<file path="src/hdl/flash_host_pkg.sv">
// Purpose: shared constants and types of the flash host controller
// Assumes: 40 MHz system clock, byte-wide asynchronous flash on the pins
// Notes:   pin timing is expressed in ns and converted to whole cycles
package flash_host_pkg;

  // ==========================================================
  // clock and pin timing
  localparam int CLK_NS      = 25;
  localparam int T_WE_NS     = 50;
  localparam int T_RD_NS     = 150;
  localparam int T_GAP_NS    = 25;
  localparam int T_GLITCH_NS = 5;
  localparam int T_WIN_NS    = 80000;
  localparam int SYNC_STAGES = 2;
  // least times round up
  localparam int WE_CYC  = (T_WE_NS + CLK_NS - 1) / CLK_NS;
  localparam int RD_CYC  = (T_RD_NS + CLK_NS - 1) / CLK_NS;
  localparam int GAP_CYC = (T_GAP_NS + CLK_NS - 1) / CLK_NS;
  localparam int CNT_W   = 4;

  // ==========================================================
  // bus widths
  localparam int ADDR_W = 20;
  localparam int DATA_W = 8;

  // ==========================================================
  // sector load window, a longest time: rounds down
  localparam int              WIN_W   = 12;
  localparam logic [WIN_W-1:0] WIN_CYC = WIN_W'(T_WIN_NS / CLK_NS);

  // ==========================================================
  // status byte fields
  localparam int POLL_BIT    = 7;
  localparam int TOGGLE1_BIT = 6;
  localparam int TIMEOUT_BIT = 5;
  localparam int WINDOW_BIT  = 3;
  localparam int TOGGLE2_BIT = 2;

  // ==========================================================
  // command codes
  localparam logic [DATA_W-1:0] CMD_ERASE_SETUP  = 8'h80;
  localparam logic [DATA_W-1:0] CMD_SECTOR_ERASE = 8'h30;
  localparam logic [DATA_W-1:0] CMD_PROGRAM      = 8'ha0;

  // ==========================================================
  // user operations
  typedef enum logic [2:0] {
    OP_READ, OP_PROGRAM, OP_ERASE, OP_ADD_SECTOR, OP_POLL, OP_RESET
  } op_t;

endpackage

</file>
<file path="src/hdl/flash_cyc_if.sv">
// Purpose: one pin cycle request between sequencer and cycle engine
// Assumes: req is a one-cycle pulse, only while the engine is idle
// Notes:   ack pulses once when the cycle has ended on the pins
`timescale 1ns/10ps
interface flash_cyc_if;
  logic                              req;
  logic                              wr;
  logic [flash_host_pkg::ADDR_W-1:0] addr;
  logic [flash_host_pkg::DATA_W-1:0] wdata;
  logic                              ack;
  logic [flash_host_pkg::DATA_W-1:0] rdata;

  modport master (output req, wr, addr, wdata, input ack, rdata);
  modport engine (input req, wr, addr, wdata, output ack, rdata);
endinterface

</file>
<file path="src/hdl/flash_host_ctrl.sv">
// Purpose: host controller issuing flash command sequences and polling
// Assumes: one user order at a time, taken only while busy_o is low
// Notes:   a time-limit failure is followed by an automatic reset write; a verify mismatch is not
//
// Operation
// - host reads twice and compares toggle bit; equal means finished
// - still toggling with timeout flag: recheck, then fail and reset
// - polling always restarts from a fresh double read
// - after a time-limit failure the reset command must be written
// - host checks erase_window_bit before and after an added sector
// - writes happen only with select and strobe low, output enable high
// - each added sector load starts within 80us of the last write
`timescale 1ns/10ps
module flash_host_ctrl #(
  parameter logic [flash_host_pkg::ADDR_W-1:0] UNLOCK_A1 = 20'h00555,
  parameter logic [flash_host_pkg::ADDR_W-1:0] UNLOCK_A2 = 20'h002aa,
  parameter logic [flash_host_pkg::DATA_W-1:0] UNLOCK_D1 = 8'haa,
  parameter logic [flash_host_pkg::DATA_W-1:0] UNLOCK_D2 = 8'h55,
  parameter logic [flash_host_pkg::DATA_W-1:0] RESET_D   = 8'hf0
) (
  input  wire logic                              clk_sys_i,
  input  wire logic                              nrst_i,
  input  wire logic                              ce_i,
  input  wire logic                              cmd_valid_i,
  input  wire flash_host_pkg::op_t               cmd_i,
  input  wire logic [flash_host_pkg::ADDR_W-1:0] cmd_addr_i,
  input  wire logic [flash_host_pkg::DATA_W-1:0] cmd_data_i,
  output logic                                   busy_o,
  output logic                                   done_o,
  output logic                                   fail_o,
  output logic                                   rejected_o,
  output logic      [flash_host_pkg::DATA_W-1:0] rdata_o,
  output logic      [flash_host_pkg::DATA_W-1:0] status_o,
  input  wire logic [flash_host_pkg::DATA_W-1:0] fl_dq_i,
  output logic      [flash_host_pkg::ADDR_W-1:0] fl_addr_o,
  output logic      [flash_host_pkg::DATA_W-1:0] fl_dq_o,
  output logic                                   fl_dq_oe_o,
  output logic                                   fl_ce_n_o,
  output logic                                   fl_oe_n_o,
  output logic                                   fl_we_n_o
);
  import flash_host_pkg::*;

  localparam int SW = ADDR_W + DATA_W;

  typedef enum logic [3:0] {
    T_IDLE, T_SEQ, T_PRE, T_POST, T_P1, T_P2, T_P3, T_P4, T_VER, T_RDU,
    T_END
  } top_st_t;

  // ==========================================================
  // command sequence table
  function automatic logic [SW-1:0] seq_word(
    input op_t               op,
    input logic [2:0]        step,
    input logic [ADDR_W-1:0] a,
    input logic [DATA_W-1:0] d
  );
    logic [SW-1:0] w;
    w = {UNLOCK_A1, RESET_D};
    if (op == OP_PROGRAM || op == OP_ERASE) begin
      unique case (step)
        3'h0:    w = {UNLOCK_A1, UNLOCK_D1};
        3'h1:    w = {UNLOCK_A2, UNLOCK_D2};
        3'h2:    w = (op == OP_PROGRAM) ? {UNLOCK_A1, CMD_PROGRAM}
                                        : {UNLOCK_A1, CMD_ERASE_SETUP};
        3'h3:    w = (op == OP_PROGRAM) ? {a, d} : {UNLOCK_A1, UNLOCK_D1};
        3'h4:    w = {UNLOCK_A2, UNLOCK_D2};
        default: w = {a, CMD_SECTOR_ERASE};
      endcase
    end else if (op == OP_ADD_SECTOR) begin
      w = {a, CMD_SECTOR_ERASE};
    end
    return w;
  endfunction

  function automatic logic [2:0] seq_last(input op_t op);
    logic [2:0] n;
    n = 3'h0;
    if (op == OP_PROGRAM) begin
      n = 3'h3;
    end else if (op == OP_ERASE) begin
      n = 3'h5;
    end
    return n;
  endfunction

  // ==========================================================
  // reset release
  logic rst_s1_r;
  logic rst_s2_r;
  always_ff @(posedge clk_sys_i or negedge nrst_i) begin
    if (!nrst_i) begin
      rst_s1_r <= 1'b0;
      rst_s2_r <= 1'b0;
    end else if (ce_i) begin
      rst_s1_r <= 1'b1;
      rst_s2_r <= rst_s1_r;
    end
  end

  // ==========================================================
  // pin cycle engine
  flash_cyc_if cyc ();

  flash_bus_cycle u_cycle (
    .clk_i      (clk_sys_i),
    .rst_n_i    (rst_s2_r),
    .en_i       (ce_i),
    .cyc        (cyc.engine),
    .fl_dq_i    (fl_dq_i),
    .fl_addr_o  (fl_addr_o),
    .fl_dq_o    (fl_dq_o),
    .fl_dq_oe_o (fl_dq_oe_o),
    .fl_ce_n_o  (fl_ce_n_o),
    .fl_oe_n_o  (fl_oe_n_o),
    .fl_we_n_o  (fl_we_n_o)
  );

  // ==========================================================
  // operation sequencer
  top_st_t           st_r,    st_nxt;
  op_t               op_r,    op_nxt;
  logic [ADDR_W-1:0] addr_r,  addr_nxt;
  logic [DATA_W-1:0] data_r,  data_nxt;
  logic [2:0]        step_r,  step_nxt;
  logic              iss_r,   iss_nxt;
  logic              req_r,   req_nxt;
  logic              cwr_r,   cwr_nxt;
  logic [SW-1:0]     cword_r, cword_nxt;
  logic [DATA_W-1:0] first_r, first_nxt;
  logic [WIN_W-1:0]  win_r,   win_nxt;
  logic              busy_r,  busy_nxt;
  logic              done_r,  done_nxt;
  logic              fail_r,  fail_nxt;
  logic              rej_r,   rej_nxt;
  logic [DATA_W-1:0] rdat_r,  rdat_nxt;
  logic [DATA_W-1:0] stat_r,  stat_nxt;
  logic              same;

  always_comb begin
    st_nxt    = st_r;
    op_nxt    = op_r;
    addr_nxt  = addr_r;
    data_nxt  = data_r;
    step_nxt  = step_r;
    iss_nxt   = iss_r;
    req_nxt   = 1'b0;
    cwr_nxt   = cwr_r;
    cword_nxt = cword_r;
    first_nxt = first_r;
    busy_nxt  = busy_r;
    done_nxt  = 1'b0;
    fail_nxt  = fail_r;
    rej_nxt   = rej_r;
    rdat_nxt  = rdat_r;
    stat_nxt  = stat_r;
    win_nxt   = (win_r != WIN_CYC) ? WIN_W'(win_r + 1'b1) : win_r;
    same = (cyc.rdata[TOGGLE1_BIT] == first_r[TOGGLE1_BIT]);
    if (st_r == T_IDLE) begin
      if (cmd_valid_i) begin
        op_nxt   = cmd_i;
        addr_nxt = cmd_addr_i;
        data_nxt = cmd_data_i;
        step_nxt = 3'h0;
        busy_nxt = 1'b1;
        fail_nxt = 1'b0;
        rej_nxt  = 1'b0;
        unique case (cmd_i)
          OP_READ:       st_nxt = T_RDU;
          OP_POLL:       st_nxt = T_P1;
          OP_ADD_SECTOR: st_nxt = T_PRE;
          default:       st_nxt = T_SEQ;
        endcase
      end
    end else if (st_r == T_END) begin
      done_nxt = 1'b1;
      busy_nxt = 1'b0;
      st_nxt   = T_IDLE;
    end else if (!iss_r) begin
      iss_nxt   = 1'b1;
      req_nxt   = 1'b1;
      cwr_nxt   = (st_r == T_SEQ);
      cword_nxt = (st_r == T_SEQ) ? seq_word(op_r, step_r, addr_r, data_r)
                                  : {addr_r, data_r};
    end else if (cyc.ack) begin
      iss_nxt = 1'b0;
      if (st_r != T_SEQ && st_r != T_RDU && st_r != T_VER) begin
        stat_nxt = cyc.rdata;
      end
      unique case (st_r)
        T_SEQ: begin
          if (step_r != seq_last(op_r)) begin
            step_nxt = step_r + 1'b1;
          end else begin
            step_nxt = 3'h0;
            if (op_r == OP_ERASE || op_r == OP_ADD_SECTOR) begin
              win_nxt = '0;
            end
            unique case (op_r)
              OP_PROGRAM:    st_nxt = T_P1;
              OP_ADD_SECTOR: st_nxt = T_POST;
              default:       st_nxt = T_END;
            endcase
          end
        end
        T_PRE: begin
          if (cyc.rdata[WINDOW_BIT] || win_r == WIN_CYC) begin
            rej_nxt = 1'b1;
            st_nxt  = T_END;
          end else begin
            st_nxt = T_SEQ;
          end
        end
        T_POST: begin
          rej_nxt = cyc.rdata[WINDOW_BIT];
          st_nxt  = T_END;
        end
        T_P1: begin
          first_nxt = cyc.rdata;
          st_nxt    = T_P2;
        end
        T_P2: begin
          if (same) begin
            st_nxt = (op_r == OP_PROGRAM) ? T_VER : T_END;
          end else if (cyc.rdata[TIMEOUT_BIT]) begin
            st_nxt = T_P3;
          end else begin
            st_nxt = T_P1;
          end
        end
        T_P3: begin
          first_nxt = cyc.rdata;
          st_nxt    = T_P4;
        end
        T_P4: begin
          if (same) begin
            st_nxt = (op_r == OP_PROGRAM) ? T_VER : T_END;
          end else begin
            fail_nxt = 1'b1;
            op_nxt   = OP_RESET;
            st_nxt   = T_SEQ;
          end
        end
        T_VER: begin
          rdat_nxt = cyc.rdata;
          fail_nxt = (cyc.rdata != data_r);
          st_nxt   = T_END;
        end
        T_RDU: begin
          rdat_nxt = cyc.rdata;
          st_nxt   = T_END;
        end
        default: st_nxt = T_END;
      endcase
    end
  end

  always_ff @(posedge clk_sys_i or negedge rst_s2_r) begin
    if (!rst_s2_r) begin
      st_r    <= T_IDLE;
      op_r    <= OP_READ;
      addr_r  <= '0;
      data_r  <= '0;
      step_r  <= 3'h0;
      iss_r   <= 1'b0;
      req_r   <= 1'b0;
      cwr_r   <= 1'b0;
      cword_r <= '0;
      first_r <= '0;
      win_r   <= WIN_CYC;
      busy_r  <= 1'b0;
      done_r  <= 1'b0;
      fail_r  <= 1'b0;
      rej_r   <= 1'b0;
      rdat_r  <= '0;
      stat_r  <= '0;
    end else if (ce_i) begin
      st_r    <= st_nxt;
      op_r    <= op_nxt;
      addr_r  <= addr_nxt;
      data_r  <= data_nxt;
      step_r  <= step_nxt;
      iss_r   <= iss_nxt;
      req_r   <= req_nxt;
      cwr_r   <= cwr_nxt;
      cword_r <= cword_nxt;
      first_r <= first_nxt;
      win_r   <= win_nxt;
      busy_r  <= busy_nxt;
      done_r  <= done_nxt;
      fail_r  <= fail_nxt;
      rej_r   <= rej_nxt;
      rdat_r  <= rdat_nxt;
      stat_r  <= stat_nxt;
    end
  end

  assign cyc.req   = req_r;
  assign cyc.wr    = cwr_r;
  assign cyc.addr  = cword_r[SW-1:DATA_W];
  assign cyc.wdata = cword_r[DATA_W-1:0];

  assign busy_o     = busy_r;
  assign done_o     = done_r;
  assign fail_o     = fail_r;
  assign rejected_o = rej_r;
  assign rdata_o    = rdat_r;
  assign status_o   = stat_r;

endmodule

</file>
<file path="src/hdl/flash_bus_cycle.sv">
// Purpose: drives single read or write cycles on the flash pins
// Assumes: data pins arrive asynchronously and are synchronised here
// Notes:   chip select rises one cycle after the write strobe
`timescale 1ns/10ps
module flash_bus_cycle (
  input  wire logic                              clk_i,
  input  wire logic                              rst_n_i,
  input  wire logic                              en_i,
  flash_cyc_if.engine                            cyc,
  input  wire logic [flash_host_pkg::DATA_W-1:0] fl_dq_i,
  output logic      [flash_host_pkg::ADDR_W-1:0] fl_addr_o,
  output logic      [flash_host_pkg::DATA_W-1:0] fl_dq_o,
  output logic                                   fl_dq_oe_o,
  output logic                                   fl_ce_n_o,
  output logic                                   fl_oe_n_o,
  output logic                                   fl_we_n_o
);
  import flash_host_pkg::*;

  localparam logic [CNT_W-1:0] WE_LAST  = CNT_W'(WE_CYC - 1);
  localparam logic [CNT_W-1:0] RD_LAST  = CNT_W'(RD_CYC + SYNC_STAGES - 1);
  localparam logic [CNT_W-1:0] GAP_LAST = CNT_W'(GAP_CYC - 1);

  typedef enum logic [1:0] {E_IDLE, E_SETUP, E_STROBE, E_HOLD} eng_st_t;

  eng_st_t           st_r,    st_nxt;
  logic [CNT_W-1:0]  cnt_r,   cnt_nxt;
  logic              wr_r,    wr_nxt;
  logic [ADDR_W-1:0] addr_r,  addr_nxt;
  logic [DATA_W-1:0] dq_r,    dq_nxt;
  logic              oe_r,    oe_nxt;
  logic              ce_n_r,  ce_n_nxt;
  logic              oe_n_r,  oe_n_nxt;
  logic              we_n_r,  we_n_nxt;
  logic              ack_r,   ack_nxt;
  logic [DATA_W-1:0] rdat_r,  rdat_nxt;
  logic [DATA_W-1:0] dq_s1_r;
  logic [DATA_W-1:0] dq_s2_r;

  // ==========================================================
  // cycle sequencing
  always_comb begin
    st_nxt   = st_r;
    cnt_nxt  = cnt_r;
    wr_nxt   = wr_r;
    addr_nxt = addr_r;
    dq_nxt   = dq_r;
    oe_nxt   = oe_r;
    ce_n_nxt = ce_n_r;
    oe_n_nxt = oe_n_r;
    we_n_nxt = we_n_r;
    ack_nxt  = 1'b0;
    rdat_nxt = rdat_r;
    unique case (st_r)
      E_IDLE: begin
        if (cyc.req) begin
          wr_nxt   = cyc.wr;
          addr_nxt = cyc.addr;
          dq_nxt   = cyc.wdata;
          ce_n_nxt = 1'b0;
          oe_n_nxt = cyc.wr;
          oe_nxt   = cyc.wr;
          if (cyc.wr) begin
            st_nxt = E_SETUP;
          end else begin
            st_nxt  = E_STROBE;
            cnt_nxt = RD_LAST;
          end
        end
      end
      E_SETUP: begin
        we_n_nxt = 1'b0;
        cnt_nxt  = WE_LAST;
        st_nxt   = E_STROBE;
      end
      E_STROBE: begin
        if (cnt_r != '0) begin
          cnt_nxt = cnt_r - 1'b1;
        end else begin
          if (!wr_r) begin
            rdat_nxt = dq_s2_r;
          end
          we_n_nxt = 1'b1;
          oe_n_nxt = 1'b1;
          cnt_nxt  = GAP_LAST;
          st_nxt   = E_HOLD;
        end
      end
      E_HOLD: begin
        ce_n_nxt = 1'b1;
        oe_nxt   = 1'b0;
        if (cnt_r != '0) begin
          cnt_nxt = cnt_r - 1'b1;
        end else begin
          ack_nxt = 1'b1;
          st_nxt  = E_IDLE;
        end
      end
    endcase
  end

  always_ff @(posedge clk_i or negedge rst_n_i) begin
    if (!rst_n_i) begin
      st_r    <= E_IDLE;
      cnt_r   <= '0;
      wr_r    <= 1'b0;
      addr_r  <= '0;
      dq_r    <= '0;
      oe_r    <= 1'b0;
      ce_n_r  <= 1'b1;
      oe_n_r  <= 1'b1;
      we_n_r  <= 1'b1;
      ack_r   <= 1'b0;
      rdat_r  <= '0;
      dq_s1_r <= '0;
      dq_s2_r <= '0;
    end else if (en_i) begin
      st_r    <= st_nxt;
      cnt_r   <= cnt_nxt;
      wr_r    <= wr_nxt;
      addr_r  <= addr_nxt;
      dq_r    <= dq_nxt;
      oe_r    <= oe_nxt;
      ce_n_r  <= ce_n_nxt;
      oe_n_r  <= oe_n_nxt;
      we_n_r  <= we_n_nxt;
      ack_r   <= ack_nxt;
      rdat_r  <= rdat_nxt;
      dq_s1_r <= fl_dq_i;
      dq_s2_r <= dq_s1_r;
    end
  end

  assign cyc.ack    = ack_r;
  assign cyc.rdata  = rdat_r;
  assign fl_addr_o  = addr_r;
  assign fl_dq_o    = dq_r;
  assign fl_dq_oe_o = oe_r;
  assign fl_ce_n_o  = ce_n_r;
  assign fl_oe_n_o  = oe_n_r;
  assign fl_we_n_o  = we_n_r;

endmodule

</file>
<file path="config.mk">
export PLATFORM = sky130hd
export DESIGN_NAME = flash_host_ctrl
export DESIGN_NICKNAME = d
export VERILOG_FILES = /design/src/hdl/flash_host_pkg.sv /design/src/hdl/flash_cyc_if.sv /design/src/hdl/flash_host_ctrl.sv /design/src/hdl/flash_bus_cycle.sv
export SDC_FILE = /design/constraint.sdc
export NUM_CORES = 1
export LEC_CHECK = 0
export BUFFER_PORTS_ARGS = -buffer_cell sky130_fd_sc_hd__buf_2
export CAP_MARGIN = 20
export CORE_MARGIN = 2
export CORE_UTILIZATION = 45
export DETAILED_ROUTE_END_ITERATION = 8
export SLEW_MARGIN = 20
export SYNTH_ARGS = -nofsm -noshare
export SYNTH_HDL_FRONTEND = slang
export SYNTH_SLANG_ARGS = --single-unit
</file>
<file path="constraint.sdc">
create_clock -name clk_sys_i -period 6.88 [get_ports clk_sys_i]
set_clock_uncertainty 0.05 [all_clocks]
set_input_delay 0.688 -clock clk_sys_i [delete_from_list [all_inputs] [get_ports clk_sys_i]]
set_output_delay 0.688 -clock clk_sys_i [all_outputs]
set_load 0.02 [all_outputs]
</file>
==> flow_metrics.py, run 1 <==
metrics = {
    "worst_setup_path": {
        "slowest_stage": "nor4b_2",
        "cp_cell_sequence": "nor4b_2, nand3b_1, a211oi_2, or2_2, nor2_1, o22a_1",
        "critPathRequiredTime_ps": 7150,
        "cp.arrival_ps": 3430,
        "crit_type": "reg -> reg",
        "start_kind": "flip-flop",
        "slowest_delay_ps": 1000,
        "crit_fanout": 17,
        "endpoint_kind": "flip-flop",
    },
    "clock_tree": {
        "postCtsSetupBuffers": 0,
        "clkTransAtPathRegs_ps": 70,
        "cts_tree": "built",
        "clkSinkCount": 168,
        "worstSkewPairLatency_ps": 430,
        "cts-buffers-inserted": 17,
        "clockBufferDepth": 2,
        "cts-root-buf": "clkbuf_16",
        "h-tree-depth": 4,
    },
    "hold_path": {
        "hold_path.class": "reg -> async",
    },
    "logic_synthesis": {
        "yosys-top-cells-count": "dfrtp_1, nand2_1, mux2_2",
        "ys_ff_latch": 168,
        "syn_inst": 731,
        "synth.area.top_cells": "dfrtp_1, mux2_2, nand2_1, o21ai_0, a21oi_1",
        "synth_top_area_frac": 0.525,
        "synthesis.nets": 786,
        "synth-warning-count": 0,
        "async_reset_ff_frac": 1.00,
        "netlist_area_sq_mm": 0.00772,
        "synth_edf_count": 0,
        "synth_most_common_cell": "dfrtp_1",
        "avgSynthCellArea_sq_um": 10.6,
        "synth_top_area_cell": "dfrtp_1",
        "ys_seq_area_frac": 0.546,
        "ys.flop_type": "dfrtp_1",
        "ys_types": 67,
    },
    "sta": {
        "finalCritPeriodShare": 0.458,
        "max_freq_mhz": 317,
        "rsz0062_at_grt": "false",
        "tightestPinTransition_ps": 1050,
        "setup_viol": 0,
        "fin_setup_tns_ps": 0,
        "finalHoldViolations": 0,
        "maxSlewViolCount": 0,
        "final.min_clock_period_ps": 3150,
        "slew_headroom": 0.298,
    },
    "placement": {
        "io_buffers": 94,
        "routabilityCongestion": 0.868,
        "place_area_sq_mm": 0.00835,
        "dp_hpwl_mm": 11.9,
    },
    "global_routing": {
        "grt_pass1_wl_mm": 28.8,
        "grt_use_total": 0.201,
        "grt_pass1_vias": 5653,
        "antenna_found_initial": 0,
        "grt_overflow_total": 0,
        "grt_max_degree": 60,
    },
    "job": {
        "max-cap-violations": 0,
    },
    "floorplan": {
        "ioPinCount": 95,
        "die_area_sq_mm": 0.0182,
        "start_util": 0.462,
        "rows": 47,
        "die_x_um": 135,
        "coreArea_sq_mm": 0.0167,
        "die_h_um": 135,
    },
    "pwr": {
        "p_per_area_mw_per_mm2": 385,
        "ir_drop_v": 0.000183,
        "leakagePower_uw": 0.00436,
    },
    "cells_and_area": {
        "area_growth_pct": 17.0,
        "fin_util": 0.540,
        "stdcell_area_sq_mm": 0.00902,
        "finalNetCount": 872,
        "fill_cells": 1484,
        "diodes": 0,
        "drive_above_1_share": 0.278,
    },
    "detailed_routing": {
        "ant_nets": 0,
        "wl_per_cell_um": 16.5,
        "routed_wl_mm": 17.3,
        "drt-vias-per-instance": 5.40,
        "drt_iter0_drc": 430,
        "via_count": 5675,
        "drc_errors": 0,
        "drtPass1Iterations": 5,
    },
    "status": {
        "status": "complete, no violations",
    },
}
==> final timing paths <==
path | cells past startpoint | end | slack (ps) | startpoint
worst min-delay path | 0 | u_cycle.st_r[1] | 340 | rst_s2_r
min in group clk_sys_i | 3 | addr_r[17] | 400 | cmd_addr_i[17]
worst min register to register | 0 | u_cycle.st_r[1] | 340 | rst_s2_r
worst max register to register | 6 | win_r[8] | 3730 | st_r[1]
worst max-delay path | 6 | win_r[8] | 3730 | st_r[1]
max in group asynchronous | 2 | iss_r | 4510 | rst_s2_r
==> sequential cells by signal, indices dropped and copies added, names as in the netlist, 2 cells and up <==
signal,cells
u_cycle.fl_addr_o,20
rdata_o,8
data_r,8
u_cycle.cnt_r,4
u_cycle.dq_s2_r,8
op_r,3
cword_r,28
u_cycle.st_r,2
st_r,4
addr_r,20
win_r,12
u_cycle.cyc.rdata,8
status_o,8
step_r,3
u_cycle.dq_s1_r,8
u_cycle.fl_dq_o,8
==> layout make-up <==
cell class | count | area [sq um] | share of cell area
tap | 220 | 275 | 0.0305
clock inverter | 15 | 241 | 0.0268
inverter | 26 | 97.6 | 0.0108
timing repair buffer | 102 | 533 | 0.0591
clock buffer | 17 | 425 | 0.0471
sequential | 168 | 4220 | 0.467
multi-input combinational | 502 | 3240 | 0.359
==> where the power goes <==
group	internal, uW	leakage (uW)	switching [uW]
Clock	654	0.000324	412
Sequential	1260	0.00210	268
Combinational	389	0.00194	493
==> metal layers <==
layer | vias up | track usage | wire length, um
li1 | 2696 | - | -
met1 | 2779 | 0.279 | 8080
met2 | 169 | 0.307 | 7890
met3 | 31 | 0.0488 | 924
met4 | 0 | 0.0764 | 401
met5 | - | 0 | 0
==> kinds of logic (layout without fill, tap and decap cells) <==
logic type	after synthesis	count (layout)	synth area share
mux	78	78	0.113
simple gates	267	267	0.163
compound gates	130	130	0.106
buf+inv	61	160	0.0350
flops	168	168	0.546
xor+xnor	15	15	0.0180
fa+ha+maj	12	12	0.0195
==> through the flow <==
stage,total power [uW],worst slack [ps],instances,hold slack [ps]
floorplan,2160,1800,731,342
global placement,2380,3860,1017,367
detailed placement,2420,3760,1017,391
CTS,3500,3760,1050,383
global route,3700,3580,1050,391
finish,3480,3730,1050,345
==> critical path, delay by kind of cell, from the launching register on <==
family | cells | cell delay, ps
and+or+nand+nor | 4 | 1490
AOI/OAI and AO/OA | 2 | 910
DFF | 1 | 590
==> timing repair <==
| action | CTS | global route |
|---|---|---|
| hold buffers | 1 | 0 |
| hold endpoints to repair | 2 | 0 |
| gates resized for setup | 0 | 0 |
==> layout by cell type, fill, tap and decap left out, drive strengths merged, types with 3 or more instances in the layout <==
master,n
dfrtp,162
buf,101
a21o,3
bufinv,5
clkinv,5
inv,30
or2,3
o21a,3
a21oi,34
nor3b,5
nand4,6
mux2,72
o22a,3
ha,12
xnor2,11
mux2i,6
o31ai,6
and3,8
nor2b,4
a31oi,5
nand2,148
o21ai,42
clkbuf,17
o22ai,13
nand3b,4
nor2,43
nor3,7
xor2,4
nand2b,8
nand3,18
dfstp,6
o2111ai,3
Power figures use the tool's default switching activity.
==> run 2, diff against run 1 <==
- PLACE_DENSITY: default -> 0.67
- clock period: 6.88 -> 2.5 ns (I/O delays scaled with it)
==> run 2 against run 1 <==
Combinational power grew to 2.9 times the previous value; highest routed layer unchanged; clock-buffer cell count is 1 higher; design area is 4.1% higher; utilization is 2.2 points higher; maximum frequency is 38% higher; sequential power grew to 2.7 times the previous value.
==> flow_metrics.py, run 2 (synthesized netlist as in run 1, its figures left out) <==
metrics = {
    "placement": {
        "dp_hpwl_mm": 11.7,
        "place_ws_ps": 234,
        "routabilityCongestion": 0.869,
        "io_buffers": 94,
    },
    "global_routing": {
        "grt_pass1_wl_mm": 29.0,
        "grtUsageMet1": 0.279,
        "grt_util_met3": 0.0473,
        "grt_max_degree": 61,
        "grt_overflow_total": 0,
        "antenna_found_initial": 0,
        "grt_use_total": 0.201,
        "busiest_layer": "met2",
        "met2_usage": 0.321,
        "grt_pass1_vias": 5741,
    },
    "floorplan": {
        "die_h_um": 135,
        "rows": 47,
        "coreArea_sq_mm": 0.0167,
        "ioPinCount": 95,
        "die_area_sq_mm": 0.0182,
        "die_x_um": 135,
        "start_util": 0.462,
    },
    "sta": {
        "finalHoldViolations": 0,
        "maxSlewViolCount": 0,
        "setup_ws_ps": 219,
        "rsz0062_at_grt": "false",
        "max_freq_mhz": 438,
        "whs_ps": 14.8,
        "setup_viol": 0,
        "tightestPinTransition_ps": 708,
        "fin_setup_tns_ps": 0,
        "slew_headroom": 0.528,
        "finalCritPeriodShare": 0.912,
        "final.min_clock_period_ps": 2280,
    },
    "worst_setup_path": {
        "critPathRequiredTime_ps": 2760,
        "crit_fanout": 11,
        "r2r_end": "rejected_o",
        "rr_startpoint": "st_r[2]",
        "r2r_cells": 6,
        "critPathBufInv": 1,
        "crit_type": "reg -> reg",
        "cp_cell_sequence": "buf_4, nor4_4, a21oi_2, nor3b_2, nand4_1, mux2_1",
        "start_kind": "flip-flop",
        "reg2reg_slack_ps": 220,
        "cp-startpoint": "st_r[2]",
        "slowest_stage": "dfrtp_1",
        "endpoint_kind": "flip-flop",
        "crit_family": "simple AND/OR/NAND/NOR gates",
        "slowest_delay_ps": 500,
        "cp.arrival_ps": 2540,
    },
    "pwr": {
        "ir_drop_v": 0.000919,
        "p_seq_frac": 0.442,
        "p_switching_uw": 3200,
        "leakagePower_uw": 0.00453,
        "combPwrFrac": 0.274,
        "power.internal_uw": 6140,
        "p_per_area_mw_per_mm2": 994,
        "swShare": 0.343,
        "power.share.clock": 0.284,
    },
    "clock_tree": {
        "clkTransAtPathRegs_ps": 70,
        "cts-buffers-inserted": 17,
        "cts-root-buf": "clkbuf_16",
        "clkSinkCount": 168,
        "worstSkewPairLatency_ps": 420,
        "cts_tree": "built",
        "clockBufferDepth": 2,
        "cts_resized": 0,
        "postCtsSetupBuffers": 0,
        "h-tree-depth": 4,
        "holdBufCountCts": 34,
    },
    "cells_and_area": {
        "register_area_sq_mm": 0.00422,
        "finalNetCount": 916,
        "area_growth_pct": 21.8,
        "largest-register": "cword_r",
        "drive_above_1_share": 0.277,
        "diodes": 0,
        "fill_cells": 1445,
        "layout_commonest_cell": "dfrtp_1",
        "largest_reg_flops": 28,
        "multi_input_area_sq_mm": 0.00324,
        "final_cell_mix": "dfrtp_1, nand2_1, buf_2",
    },
    "detailed_routing": {
        "drtPass1Iterations": 5,
        "drc_errors": 0,
        "routed_wl_mm": 17.3,
        "via_count": 5719,
        "wl_per_cell_um": 15.8,
        "drt_iter0_drc": 369,
        "drt-vias-per-instance": 5.23,
        "ant_nets": 0,
    },
    "hold_path": {
        "hold_path.class": "in -> reg",
        "min_path_cells": 2,
        "hold_start": "fl_dq_i[2]",
        "hold_end": "u_cycle.dq_s1_r[2]",
    },
    "job": {
        "max-cap-violations": 0,
    },
    "status": {
        "status": "complete, no violations",
    },
}
-- run 2: changes by cell type in the layout (fill, tap and decap cells not counted), moves of 2 or more --
| cell | before | now |
|---|---|---|
| buf_4 | 7 | 16 |
| inv_8 | 2 | 0 |
| inv_6 | 2 | 5 |
| bufinv_16 | 5 | 2 |
| clkinv_4 | 2 | 5 |
| dlygate4sd3_1 | 1 | 34 |
| buf_12 | 0 | 2 |
| clkinv_2 | 2 | 0 |
-- run 2: layer usage --
metal | share of wire | vias to the layer above
li1 | - | 2789
met1 | 0.47 | 2783
met2 | 0.47 | 130
met3 | 0.052 | 17
met4 | 0.0096 | 0
met5 | 0 | -
-- run 2: worst register-to-register path, stage by stage, from the launching register on --
cell and delay (ps):
dfrtp_1 500, buf_4 230, nor4_4 410, a21oi_2 110, nor3b_2 380, nand4_1 160
mux2_1 330
-- run 2: how the worst max path moves through the flow --
stage          cells past startpoint     endpoint  slack [ps]
5_1_grt                            6   rejected_o          50
3_3_place_gp                       6  cword_r[17]         320
3_5_place_dp                       6   rejected_o         230
6_report                           6   rejected_o         220
2_1_floorplan                      1     rst_s2_r         510
4_1_cts                            8  cword_r[13]         220
-- run 2: per-stage QoR --
stage | util | std cells | cell area (sq um) | total power (uW)
after floorplan | - | 731 | 7720 | 5940
after global placement | 0.506 | 1028 | 8460 | 6600
after global routing | 0.563 | 1094 | 9400 | 9930
final | 0.563 | 1094 | 9400 | 9340
after CTS | 0.563 | 1094 | 9400 | 9390
after detailed placement | 0.506 | 1028 | 8460 | 6660
-- run 2: power by group through the flow --
stage	Sequential, uW	Clock (uW)	Combinational [uW]
after CTS	4130	2700	2560
final	4130	2660	2560
after global routing	4230	2810	2890
after detailed placement	4160	0	2500
after floorplan	4050	0	1880
after global placement	4150	0	2450
-- run 2: layout make-up --
type | count | share of cell area
Inverter | 26 | 0.0104
Sequential cell | 168 | 0.449
Timing Repair Buffer | 146 | 0.103
Clock inverter | 14 | 0.0173
Multi-Input combinational cell | 502 | 0.344
Clock buffer | 18 | 0.0467
Tap cell | 220 | 0.0293
==> run 3, diff against run 2 <==
- CELL_PAD_IN_SITES_DETAIL_PLACEMENT: default -> 0
- CELL_PAD_IN_SITES_GLOBAL_PLACEMENT: default -> 1
- CORE_UTILIZATION: 45 -> 41
- PLACE_DENSITY: 0.67 -> default
- PLACE_DENSITY_LB_ADDON: default -> 0.1
==> run 3 against run 2 <==
Final cell count up 1.9%; routed wire length up 6.9%; global-route usage down 0.67 points; highest routed layer unchanged; clock power about the same; die area up 9.5%; sequential power about the same; maximum frequency up 1.3%; first-iteration DRC count down 47%; register-to-register slack better by 30 ps; largest cell class unchanged.
==> flow_metrics.py, run 3 (synthesized netlist as in run 1, its figures left out) <==
metrics = {
    "worst_setup_path": {
        "start_kind": "flip-flop",
        "reg2reg_slack_ps": 250,
        "crit_fanout": 15,
        "endpoint_kind": "flip-flop",
        "crit_type": "reg -> reg",
        "cp-startpoint": "st_r[0]",
        "rr_startpoint": "st_r[0]",
        "critPathRequiredTime_ps": 2800,
        "cp.arrival_ps": 2560,
        "r2r_end": "cword_r[13]",
        "r2r_cells": 6,
    },
    "detailed_routing": {
        "via_count": 5769,
        "routed_wl_mm": 18.5,
        "wl_per_cell_um": 16.6,
        "drtPass1Iterations": 5,
        "ant_nets": 0,
        "drc_errors": 0,
        "drt_iter0_drc": 197,
        "drt-vias-per-instance": 5.17,
    },
    "cells_and_area": {
        "largest_reg_flops": 28,
        "area_growth_pct": 22.8,
        "diodes": 0,
        "layout_commonest_cell": "dfrtp_1",
        "finalNetCount": 923,
        "drive_above_1_share": 0.280,
        "largest-register": "cword_r",
        "stdcell_count": 1115,
        "final_cell_mix": "dfrtp_1, nand2_1, buf_2",
        "stdcell_area_sq_mm": 0.00947,
    },
    "sta": {
        "fin_setup_tns_ps": 0,
        "rsz0062_at_grt": "false",
        "finalHoldViolations": 0,
        "slew_headroom": 0.598,
        "setup_viol": 0,
        "tightestPinTransition_ps": 603,
        "max_freq_mhz": 444,
        "finalCritPeriodShare": 0.901,
        "whs_ps": 23.6,
        "final.min_clock_period_ps": 2250,
        "maxSlewViolCount": 0,
    },
    "pwr": {
        "power.share.clock": 0.283,
        "p_seq_frac": 0.440,
        "leakagePower_uw": 0.00457,
        "combPwrFrac": 0.278,
        "ir_drop_v": 0.000456,
        "finalPower_uw": 9400,
        "p_per_area_mw_per_mm2": 993,
        "p_switching_uw": 3260,
        "power.internal_uw": 6140,
        "swShare": 0.347,
    },
    "clock_tree": {
        "cts_resized": 0,
        "clockBufferDepth": 2,
        "cts-root-buf": "clkbuf_16",
        "cts_tree": "built",
        "worstSkewPairLatency_ps": 420,
        "clkSinkCount": 168,
        "clkTransAtPathRegs_ps": 70,
        "cts-buffers-inserted": 17,
        "h-tree-depth": 4,
    },
    "global_routing": {
        "antenna_found_initial": 0,
        "grt_max_degree": 77,
        "grt_pass1_wl_mm": 30.5,
        "grt_pass1_vias": 5976,
        "grt_overflow_total": 0,
        "grt_use_total": 0.194,
    },
    "placement": {
        "place_area_sq_mm": 0.00853,
        "io_buffers": 94,
        "routabilityCongestion": 0.887,
        "dp_hpwl_mm": 13.0,
        "dp_cells": 1048,
    },
    "floorplan": {
        "ioPinCount": 95,
        "coreArea_sq_mm": 0.0186,
        "rows": 50,
        "die_x_um": 141,
        "die_area_sq_mm": 0.0199,
        "start_util": 0.415,
        "die_h_um": 141,
    },
    "hold_path": {
        "hold_end": "u_cycle.dq_s1_r[7]",
        "min_path_cells": 2,
        "hold_start": "fl_dq_i[7]",
        "hold_path.class": "in -> reg",
    },
    "status": {
        "status": "complete, no violations",
    },
    "job": {
        "max-cap-violations": 0,
    },
}
[run 3: cell count changes in the layout (fill, tap and decap cells not counted), sizes merged]
cell / change
dlygate4sd3: +1
buf: +6
[run 3: final cells by class]
class                      instances  area [sq um]
fill                            1724          9110
timing repair buffer             153          1040
multi-input combinational        502          3240
clock buffer                      18           429
inverter                          26          97.6
clock inverter                    14           164
tap                              234           293
sequential                       168          4220
[run 3: repair_timing]
action,4_1_cts,5_1_grt
buffers inserted,0,0
endpoints found under the hold margin,36,0
hold buffers,35,0
[run 3: through the flow]
| step | worst slack [ps] | util |
|---|---|---|
| CTS | 237 | 0.510 |
| floorplan | 509 | - |
| global placement | 313 | 0.459 |
| detailed placement | 248 | 0.459 |
| finish | 247 | 0.510 |
| global route | 40.0 | 0.510 |
[run 3: power groups by stage]
stage          clock network, uW  registers [uW]  logic [uW]
2_1_floorplan                  0            4050        1880
4_1_cts                     2730            4150        2630
3_3_place_gp                   0            4170        2540
3_5_place_dp                   0            4190        2580
6_report                    2660            4140        2610
5_1_grt                     2830            4260        2940
[run 3: worst max-delay path: stages, from the launching register on]
cell and delay (ps):
dfrtp_1 660, nor2b_1 250, nand2_1 250, nor2_1 410, a21o_1 310, o22ai_1 140, nor2_1 110
[run 3: layer usage]
layer | global-route usage | wire length, um
met1 | 0.260 | 8590
met2 | 0.327 | 9320
met3 | 0.0397 | 487
met4 | 0.0458 | 112
met5 | 0 | 0
[run 3: worst max path at each step]
stage,endpoint,slack [ps],cells past startpoint
6_report,cword_r[13],250,6
2_1_floorplan,rst_s2_r,510,1
5_1_grt,cword_r[13],40,6
4_1_cts,status_o[3],240,5
3_5_place_dp,status_o[3],250,5
3_3_place_gp,step_r[2],310,7
